**src/iccfg_pkg.sv**
```systemverilog
package iccfg_pkg;
  // Register byte addresses
  localparam logic [7:0] ADDR_INTERP  = 8'h00;
  localparam logic [7:0] ADDR_IO_CFG  = 8'h04;
  localparam logic [7:0] ADDR_CLK_CFG = 8'h08;
  localparam logic [7:0] ADDR_STATUS  = 8'h0c;

  // Interpolation register fields
  localparam int INTERP_LSB = 0;
  localparam int INTERP_W   = 2;
  localparam logic [1:0] INTERP_BYPASS = 2'h0;
  localparam logic [1:0] INTERP_X2     = 2'h1;
  localparam logic [1:0] INTERP_X4     = 2'h2;

  // I/O interface configuration fields
  localparam int IO_LOOPBACK  = 5;
  localparam int IO_DUPLEX    = 4;
  localparam int IO_DIRECTION = 3;
  localparam int IO_WIDTH     = 2;
  localparam int IO_OVERRIDE  = 1;
  localparam int IO_CLONE     = 0;
  localparam logic [7:0] IO_CFG_RESET = 8'h10;

  // Clock generation configuration fields
  localparam int CK_BYPASS  = 7;
  localparam int CK_ADC_DIV = 5;
  localparam int CK_ALT     = 4;
  localparam int CK_DIV5    = 3;
  localparam int CK_MUL_LSB = 0;
  localparam int CK_MUL_W   = 3;
  localparam logic [7:0] CLK_CFG_RESET = 8'h00;
  localparam logic [2:0] MUL_X1 = 3'h0;
  localparam logic [2:0] MUL_X2 = 3'h1;
  localparam logic [2:0] MUL_X4 = 3'h2;

  // Status register fields
  localparam int ST_MODE_LSB = 0;
  localparam int ST_TX       = 2;
  localparam int ST_LOOP     = 3;

  // AXI response codes
  localparam logic [1:0] RESP_OKAY   = 2'h0;
  localparam logic [1:0] RESP_SLVERR = 2'h2;

  // Interface modes
  typedef enum logic [1:0] {
    ICCFG_FULL_DUPLEX        = 2'h0,
    ICCFG_HALF_DUPLEX_NARROW = 2'h1,
    ICCFG_HALF_DUPLEX_WIDE   = 2'h2
  } iccfg_mode_type;
endpackage

```
**src/iccfg_top.sv**
```systemverilog
// Summary of operation
// [RL1] Two-bit interpolation field: 00 bypass, 01 rate two, 10 rate four.
// [RL2] Loopback bit 5 forces full-duplex timing, transmit path output on receive bus.
// [RL3] Software enables full duplex before or with digital loopback.
// [RL4] Duplex bit 4 high means full duplex; resets high.
// [RL5] Mode from duplex and width bits; duplex ignored in clone mode.
// [RL6] In half duplex, direction bit 3 high transmits, low receives.
// [RL7] Width bit 2 high selects 10-bit, low selects 20-bit.
// [RL8] Override bit 1 takes direction from register instead of pin.
// [RL9] Clone mode needs clone bit 0 and clock mode field 111; the code takes clone mode from clone bit 0 alone.
// [RL10] Bypass bit 7 routes clocks around PLL, PLL keeps running.
// [RL11] ADC clock divide bit 5 halves ADC clock source when high.
// [RL12] Alternate timing bit 4 clocks receive path from PLL, else reference.
// [RL13] Divide-by-five bit 3 divides PLL output for transmit path.
// [RL14] Multiplier field 000 one, 001 two, 010 four, with divide-by-five.
//
// Added by the designer: register access over AXI4-Lite and the placing of the registers.
module iccfg_top (
  // Clock and reset
  input  wire logic                  clock_i,
  input  wire logic                  rst_i,
  // AXI4-Lite write address
  input  wire logic [7:0]            s_axi_awaddr_i,
  input  wire logic                  s_axi_awvalid_i,
  output logic                       s_axi_awready_o,
  // AXI4-Lite write data
  input  wire logic [31:0]           s_axi_wdata_i,
  input  wire logic [3:0]            s_axi_wstrb_i,
  input  wire logic                  s_axi_wvalid_i,
  output logic                       s_axi_wready_o,
  // AXI4-Lite write response
  output logic [1:0]                 s_axi_bresp_o,
  output logic                       s_axi_bvalid_o,
  input  wire logic                  s_axi_bready_i,
  // AXI4-Lite read address
  input  wire logic [7:0]            s_axi_araddr_i,
  input  wire logic                  s_axi_arvalid_i,
  output logic                       s_axi_arready_o,
  // AXI4-Lite read data
  output logic [31:0]                s_axi_rdata_o,
  output logic [1:0]                 s_axi_rresp_o,
  output logic                       s_axi_rvalid_o,
  input  wire logic                  s_axi_rready_i,
  // External direction pin
  input  wire logic                  direction_pin_i,
  // Data interface controls
  output iccfg_pkg::iccfg_mode_type  iface_mode_o,
  output logic                       tx_active_o,
  output logic                       loopback_o,
  output logic                       clone_mode_enable_o,
  output logic [1:0]                 interp_rate_o,
  output logic                       interp_x2_o,
  output logic                       interp_x4_o,
  // Clock distribution controls
  output logic                       pll_bypass_o,
  output logic                       adc_clock_halve_o,
  output logic                       rx_clock_from_pll_o,
  output logic                       synth_divide_by_five_o,
  output logic [2:0]                 pll_multiplier_o,
  output logic [4:0]                 pll_mult_factor_o
);
  import iccfg_pkg::*;

  logic [1:0]           interp_cfg;
  logic [7:0]           io_interface_config;
  logic [7:0]           clock_generation_config;
  logic [7:0]           aw_addr;
  logic                 aw_held;
  logic [31:0]          w_data;
  logic [3:0]           w_strb;
  logic                 w_held;
  logic                 dir_meta;
  logic                 dir_sync;
  iccfg_mode_type       next_mode;
  logic                 next_tx;
  logic [31:0]          next_rdata;
  logic                 next_rhit;
  logic                 do_write;
  logic [7:0]           wr_addr;
  logic [31:0]          wr_data;
  logic [3:0]           wr_strb;

  // Shared address decode
  // Used by the write and the read response alike, so that an unmapped
  // offset gives the same error code on either channel
  function automatic logic is_mapped(input logic [7:0] a);
    return (a == ADDR_INTERP) || (a == ADDR_IO_CFG) || (a == ADDR_CLK_CFG) ||
           (a == ADDR_STATUS);
  endfunction

  // Write address capture; either channel may arrive first
  // The address is parked here until the data beat joins it; the slot is
  // freed only by the write itself, never by a second address
  always_ff @(posedge clock_i) begin
    if (rst_i) begin
      aw_held <= 1'b0;
      aw_addr <= 8'h00;
    end else if (s_axi_awvalid_i && s_axi_awready_o) begin
      aw_held <= 1'b1;
      aw_addr <= s_axi_awaddr_i;
    end else if (do_write) begin
      aw_held <= 1'b0;
    end
  end

  // Write data capture
  // Data and strobes are parked together until the address joins them
  always_ff @(posedge clock_i) begin
    if (rst_i) begin
      w_held <= 1'b0;
      w_data <= 32'h0000_0000;
      w_strb <= 4'h0;
    end else if (s_axi_wvalid_i && s_axi_wready_o) begin
      w_held <= 1'b1;
      w_data <= s_axi_wdata_i;
      w_strb <= s_axi_wstrb_i;
    end else if (do_write) begin
      w_held <= 1'b0;
    end
  end

  // A write fires once both halves are parked and no response is waiting;
  // holding it back while bvalid stands keeps one response per write
  assign do_write = aw_held && w_held && !s_axi_bvalid_o;
  assign wr_addr  = aw_addr;
  assign wr_data  = w_data;
  assign wr_strb  = w_strb;

  // Ready while the holding slot is free
  // Ready drops in the cycle after a handshake, so a valid that stays up
  // one edge too long cannot be taken twice
  always_ff @(posedge clock_i) begin
    if (rst_i) begin
      s_axi_awready_o <= 1'b0;
      s_axi_wready_o  <= 1'b0;
    end else begin
      s_axi_awready_o <= !aw_held && !(s_axi_awvalid_i && s_axi_awready_o) && !do_write;
      s_axi_wready_o  <= !w_held && !(s_axi_wvalid_i && s_axi_wready_o) && !do_write;
    end
  end

  // Write response
  // An unmapped offset is answered with an error and changes nothing
  always_ff @(posedge clock_i) begin
    if (rst_i) begin
      s_axi_bvalid_o <= 1'b0;
      s_axi_bresp_o  <= RESP_OKAY;
    end else if (do_write) begin
      s_axi_bvalid_o <= 1'b1;
      s_axi_bresp_o  <= is_mapped(wr_addr) ? RESP_OKAY : RESP_SLVERR;
    end else if (s_axi_bready_i) begin
      s_axi_bvalid_o <= 1'b0;
    end
  end

  // Configuration registers, low byte lane only
  // A write without lane 0 is answered but leaves the fields alone;
  // writes to the status word are dropped
  always_ff @(posedge clock_i) begin
    if (rst_i) begin
      interp_cfg              <= INTERP_BYPASS;          // [RL1]
      io_interface_config     <= IO_CFG_RESET;           // [RL4]
      clock_generation_config <= CLK_CFG_RESET;
    end else if (do_write && wr_strb[0]) begin
      case (wr_addr)
        ADDR_INTERP:  interp_cfg <= wr_data[INTERP_LSB +: INTERP_W];
        ADDR_IO_CFG:  io_interface_config <= wr_data[7:0];
        ADDR_CLK_CFG: clock_generation_config <= wr_data[7:0];
        default: ;
      endcase
    end
  end

  // Direction pin synchroniser
  // The pin has no relation to our clock; only the second stage is read,
  // so the decode sees a pin change one to two cycles late
  always_ff @(posedge clock_i) begin
    if (rst_i) begin
      dir_meta <= 1'b0;
      dir_sync <= 1'b0;
    end else begin
      dir_meta <= direction_pin_i;
      dir_sync <= dir_meta;
    end
  end

  // Interface mode and direction decode
  // Loopback takes precedence so that its full-duplex timing holds even if
  // software has left the duplex bit low. Clone mode ignores the duplex bit
  // and takes the width from the width bit alone. In full duplex there is
  // no single direction, so the transmit flag is held low.
  always_comb begin
    next_mode = ICCFG_FULL_DUPLEX;
    next_tx   = 1'b0;
    if (io_interface_config[IO_LOOPBACK]) begin
      next_mode = ICCFG_FULL_DUPLEX;                      // [RL2]
    end else if (io_interface_config[IO_DUPLEX] && !io_interface_config[IO_CLONE]) begin
      next_mode = ICCFG_FULL_DUPLEX;                      // [RL4] [RL5]
    end else if (io_interface_config[IO_WIDTH]) begin
      next_mode = ICCFG_HALF_DUPLEX_NARROW;               // [RL7]
    end else begin
      next_mode = ICCFG_HALF_DUPLEX_WIDE;                 // [RL7]
    end
    if (io_interface_config[IO_OVERRIDE]) begin
      next_tx = io_interface_config[IO_DIRECTION];        // [RL6] [RL8]
    end else begin
      next_tx = dir_sync;
    end
    if (next_mode == ICCFG_FULL_DUPLEX) begin
      next_tx = 1'b0;
    end
  end

  // Interface control outputs
  // Registered so that every control reaches the data bus glitch free, one
  // cycle after the register write lands
  always_ff @(posedge clock_i) begin
    if (rst_i) begin
      iface_mode_o        <= ICCFG_FULL_DUPLEX;
      tx_active_o         <= 1'b0;
      loopback_o          <= 1'b0;
      clone_mode_enable_o <= 1'b0;
      interp_rate_o       <= INTERP_BYPASS;
      interp_x2_o         <= 1'b0;
      interp_x4_o         <= 1'b0;
    end else begin
      iface_mode_o        <= next_mode;
      tx_active_o         <= next_tx;                                // [RL6]
      loopback_o          <= io_interface_config[IO_LOOPBACK];       // [RL2]
      clone_mode_enable_o <= io_interface_config[IO_CLONE];          // [RL5]
      interp_rate_o       <= interp_cfg;                             // [RL1]
      interp_x2_o         <= (interp_cfg == INTERP_X2);              // [RL1]
      interp_x4_o         <= (interp_cfg == INTERP_X4);              // [RL1]
    end
  end

  // Clock distribution outputs
  // Unused multiplier codes fall back to a factor of one on pll_mult_factor_o,
  // while pll_multiplier_o still echoes the raw field, unused codes included
  always_ff @(posedge clock_i) begin
    if (rst_i) begin
      pll_bypass_o           <= 1'b0;
      adc_clock_halve_o      <= 1'b0;
      rx_clock_from_pll_o    <= 1'b0;
      synth_divide_by_five_o <= 1'b0;
      pll_multiplier_o       <= MUL_X1;
      pll_mult_factor_o      <= 5'h01;
    end else begin
      pll_bypass_o           <= clock_generation_config[CK_BYPASS];   // [RL10]
      adc_clock_halve_o      <= clock_generation_config[CK_ADC_DIV];  // [RL11]
      rx_clock_from_pll_o    <= clock_generation_config[CK_ALT];      // [RL12]
      synth_divide_by_five_o <= clock_generation_config[CK_DIV5];     // [RL13]
      pll_multiplier_o       <= clock_generation_config[CK_MUL_LSB +: CK_MUL_W];
      case (clock_generation_config[CK_MUL_LSB +: CK_MUL_W])
        MUL_X1:  pll_mult_factor_o <= 5'h01;              // [RL14]
        MUL_X2:  pll_mult_factor_o <= 5'h02;              // [RL14]
        MUL_X4:  pll_mult_factor_o <= 5'h04;              // [RL14]
        default: pll_mult_factor_o <= 5'h01;
      endcase
    end
  end

  // Read data mux
  // Decoded from the address while it waits on the bus; the word is
  // captured at the handshake, so a later register change cannot tear it
  always_comb begin
    next_rdata = 32'h0000_0000;
    next_rhit  = is_mapped(s_axi_araddr_i);
    case (s_axi_araddr_i)
      ADDR_INTERP:  next_rdata[INTERP_LSB +: INTERP_W] = interp_cfg;
      ADDR_IO_CFG:  next_rdata[7:0] = io_interface_config;
      ADDR_CLK_CFG: next_rdata[7:0] = clock_generation_config;
      ADDR_STATUS: begin
        next_rdata[ST_MODE_LSB +: 2] = iface_mode_o;
        next_rdata[ST_TX]            = tx_active_o;
        next_rdata[ST_LOOP]          = loopback_o;
      end
      default: next_rdata = 32'h0000_0000;
    endcase
  end

  // Read channel: one cycle accept, data next cycle
  // Only one read is ever open: arready stays low while rvalid stands and
  // returns in the cycle after the data is taken
  always_ff @(posedge clock_i) begin
    if (rst_i) begin
      s_axi_arready_o <= 1'b0;
      s_axi_rvalid_o  <= 1'b0;
      s_axi_rdata_o   <= 32'h0000_0000;
      s_axi_rresp_o   <= RESP_OKAY;
    end else if (s_axi_arvalid_i && s_axi_arready_o) begin
      s_axi_arready_o <= 1'b0;
      s_axi_rvalid_o  <= 1'b1;
      s_axi_rdata_o   <= next_rdata;
      s_axi_rresp_o   <= next_rhit ? RESP_OKAY : RESP_SLVERR;
    end else if (s_axi_rvalid_o) begin
      if (s_axi_rready_i) begin
        s_axi_rvalid_o  <= 1'b0;
        s_axi_arready_o <= 1'b1;
      end
    end else begin
      s_axi_arready_o <= 1'b1;
    end
  end
endmodule

```
**config.mk**
```make
export PLATFORM = sky130hd
export DESIGN_NAME = iccfg_top
export DESIGN_NICKNAME = d
export VERILOG_FILES = /design/src/iccfg_pkg.sv /design/src/iccfg_top.sv
export SDC_FILE = /design/constraint.sdc
export NUM_CORES = 1
export LEC_CHECK = 0
export BUFFER_PORTS_ARGS = -buffer_cell sky130_fd_sc_hd__buf_2
export CORE_ASPECT_RATIO = 1.4
export CORE_MARGIN = 1
export CORE_UTILIZATION = 51
export DETAILED_ROUTE_END_ITERATION = 12
export GPL_ROUTABILITY_DRIVEN = 0
export GPL_TIMING_DRIVEN = 0
export MAX_ROUTING_LAYER = met4
export PLACE_DENSITY_LB_ADDON = 0.08
export SETUP_SLACK_MARGIN = 0.02
export SLEW_MARGIN = 20
export SYNTH_ARGS = -nofsm -noshare
export SYNTH_HDL_FRONTEND = slang
export SYNTH_SLANG_ARGS = --single-unit
```
**constraint.sdc**
```tcl
create_clock -name clock_i -period 3.4 [get_ports clock_i]
set_input_delay 0.17 -clock clock_i [delete_from_list [all_inputs] [get_ports clock_i]]
set_output_delay 0.17 -clock clock_i [all_outputs]
set_load 0.03 [all_outputs]
```
==> impl_metrics.toml <==
[status]
status = "finished clean"

[synthesis]
ys_seq_area_share_pct = 49.2
synth_area_per_cell_sq_um = 9.47
syn_area_sq_um = 2970
synthFlopType = "dfxtp_1"
netlist-cell-type-count = 35
synth_edf_count = 0
synth_cells = 314
yosysWarnings = 0
async_flop_share_pct = 0
synth-seq-cells = 73

[timing]
fin_worst_skew_ps = 5.49
fin_crit_sh_pct = 43.9
timing.fmax_mhz = 669
slew_headroom_pct = 66.3
drv_slew = 0
period_minus_slack_ps = 1490
rsz0062_at_grt = "no"
setup_viol = 0
fin_tns_setup_ps = 0
worstMarginPinSlew_ps = 503
hold_violations = 0

[pwr]
power_density_nw_per_um2 = 481
p_switching_uw = 431
pwr-share-comb_pct = 10.0
pwr-share-clk_pct = 40.4
internal_power_mw = 1.35
pwr-share-seq_pct = 49.7
p_leak_nw = 1.83
swShare_pct = 24.2
vdd_ir_drop_max_mv = 0.300

[drt]
via_per_inst = 4.74
dr.pass1.iters = 4
drtIter0Drc = 168
drt_wl_total_mm = 5.81
drc = 0
wire_per_inst_um = 11.8
num_vias = 2325
final_antenna_net_count = 0

[global_route]
track_usage_pct = 21.5
grt-ovfl-total = 0
antenna_found_initial = 0
grt_pass1_vias = 2132
grt_start_max_net_pins = 13
grt_pass1_wl_mm = 9.46

[cells_and_area]
finalInstanceArea_sq_um = 3700
fillers = 506
layout.nets = 478
antenna_cells = 0
multiInputGateArea_sq_um = 1280
seq_area_sq_um = 1460
drive_gt1_share_pct = 29.1
syn2layout_area_growth_pct = 24.5
mostFrequentLayoutCell = "dfxtp_1"
layout_common_cells = "dfxtp_1, buf_2, nand2_1"
layoutNonFillerInstCount = 491

[floorplanning]
rows = 32
start_util_pct = 53.4
io-pin-count = 122
die_x_um = 66.5
die_h_um = 92.3
design.die.area_sq_um = 6140
core_sq_um = 5570

[placement]
placed_cells = 475
dp_hpwl_mm = 4.48
io_buffers = 66
post_dp_cell_area_sq_um = 3490

[cts]
post_cts.repair.setup_buffers = 0
clk_pin_slew_ps = 70
root_buffer = "clkbuf_8"
clkLatencyLatePin_ps = 340
htreeDepth = 3
cts_hold_buf = 0
cts-resized-gates = 0
cts_made_buffers = 9
clock_path_buffers = 2
cts_tree = "yes"
cts.sinks = 73

[worst_setup_path]
cp_max_fo = 6
endpoint_kind = "flop"
crit_path_start_kind = "flop"
path_class = "reg2reg"
crit_required_ps = 3640
startpoint = "aw_addr[0]"
arrival_ps = 1730
timing.rr.start = "aw_addr[0]"

[flow_run]
maxCapViolCount = 0

[min_path]
hold_start = "direction_pin_i"
min_path_type = "in2reg"
[critical path: stages (launching register included)]
cell	delay, ps
dfxtp_1	330
nor4_4	420
and4_4	340
mux2_4	300
[state kept, by name, indices dropped and copies added (netlist names), 3 cells and up]
signal,flops
w_data,8
s_axi_rdata_o,8
clock_generation_config,8
pll_mult_factor_o,3
io_interface_config,8
pll_multiplier_o,3
aw_addr,8
[synthesized netlist by cell type, drive strengths merged, types with 4 or more instances]
library cell / number / area [sq um]
inv: 15 / 56.3
a21oi: 27 / 135
dfxtp: 73 / 1460
nand2: 43 / 161
nor2: 14 / 52.6
o21ai: 5 / 25.0
mux2i: 18 / 180
o2111ai: 4 / 35.0
clkbuf: 10 / 38.8
nand2b: 24 / 150
and3b: 11 / 96.3
nand4: 5 / 37.5
nor2b: 5 / 31.3
nor3: 4 / 20.0
buf: 32 / 236
[worst paths after layout]
kind,slack [ps],to,cells after the start
setup / recovery,1910,clock_generation_config[4],3
hold / removal,40,dir_meta,2
setup reg to reg,1910,clock_generation_config[4],3
hold reg to reg,450,s_axi_rdata_o[5],2
[per-layer routing]
| layer | up-vias | part of all wire, % | track usage [%] |
|---|---|---|---|
| met2 | 58 | 54 | 38.4 |
| met4 | 0 | 2.2 | 11.2 |
| met3 | 12 | 4.1 | 3.33 |
| met5 | - | 0 | - |
| met1 | 1049 | 40 | 22.2 |
| li1 | 1206 | - | - |
[area by class of cell]
type                    instances  area share [%]
plain buffers                  42            7.44
well taps                      68            2.30
clock buffers                  10            3.45
inverters                      15            1.52
repair buffers                 66            8.93
multi-input cells             211            34.6
clock inverters                 6            2.23
flip-flops and latches         73            39.5
[power groups by stage]
stage	logic [mW]	registers, mW	clock network, mW
6_report	0.178	0.884	0.718
5_1_grt	0.194	0.886	0.764
4_1_cts	0.177	0.884	0.733
3_5_place_dp	0.177	0.904	0
3_3_place_gp	0.175	0.903	0
2_1_floorplan	0.125	0.912	0
[per-stage QoR]
stage / worst slack (ps) / hold WS [ps] / total power, mW / utilization (%)
floorplan: 1920 / 253 / 1.04 / -
global placement: 1910 / 385 / 1.08 / 62.7
detailed placement: 1910 / 387 / 1.08 / 62.7
CTS: 1900 / 32.5 / 1.79 / 66.5
global route: 1880 / 42.2 / 1.84 / 66.5
finish: 1910 / 35.4 / 1.78 / 66.5
[logic make-up (layout without fill, tap and decap cells)]
logic type / count (synthesis) / in the layout / share of synthesized area [%]
simple gates: 119 / 119 / 22.8
compound gates: 40 / 40 / 7.66
xor+xnor: 1 / 1 / 0.295
buf+inv: 57 / 139 / 11.2
other cells: 1 / 28 / 0.126
flops: 73 / 73 / 49.2
mux: 23 / 23 / 8.84
No activity file was read; power rests on OpenSTA's default activity.
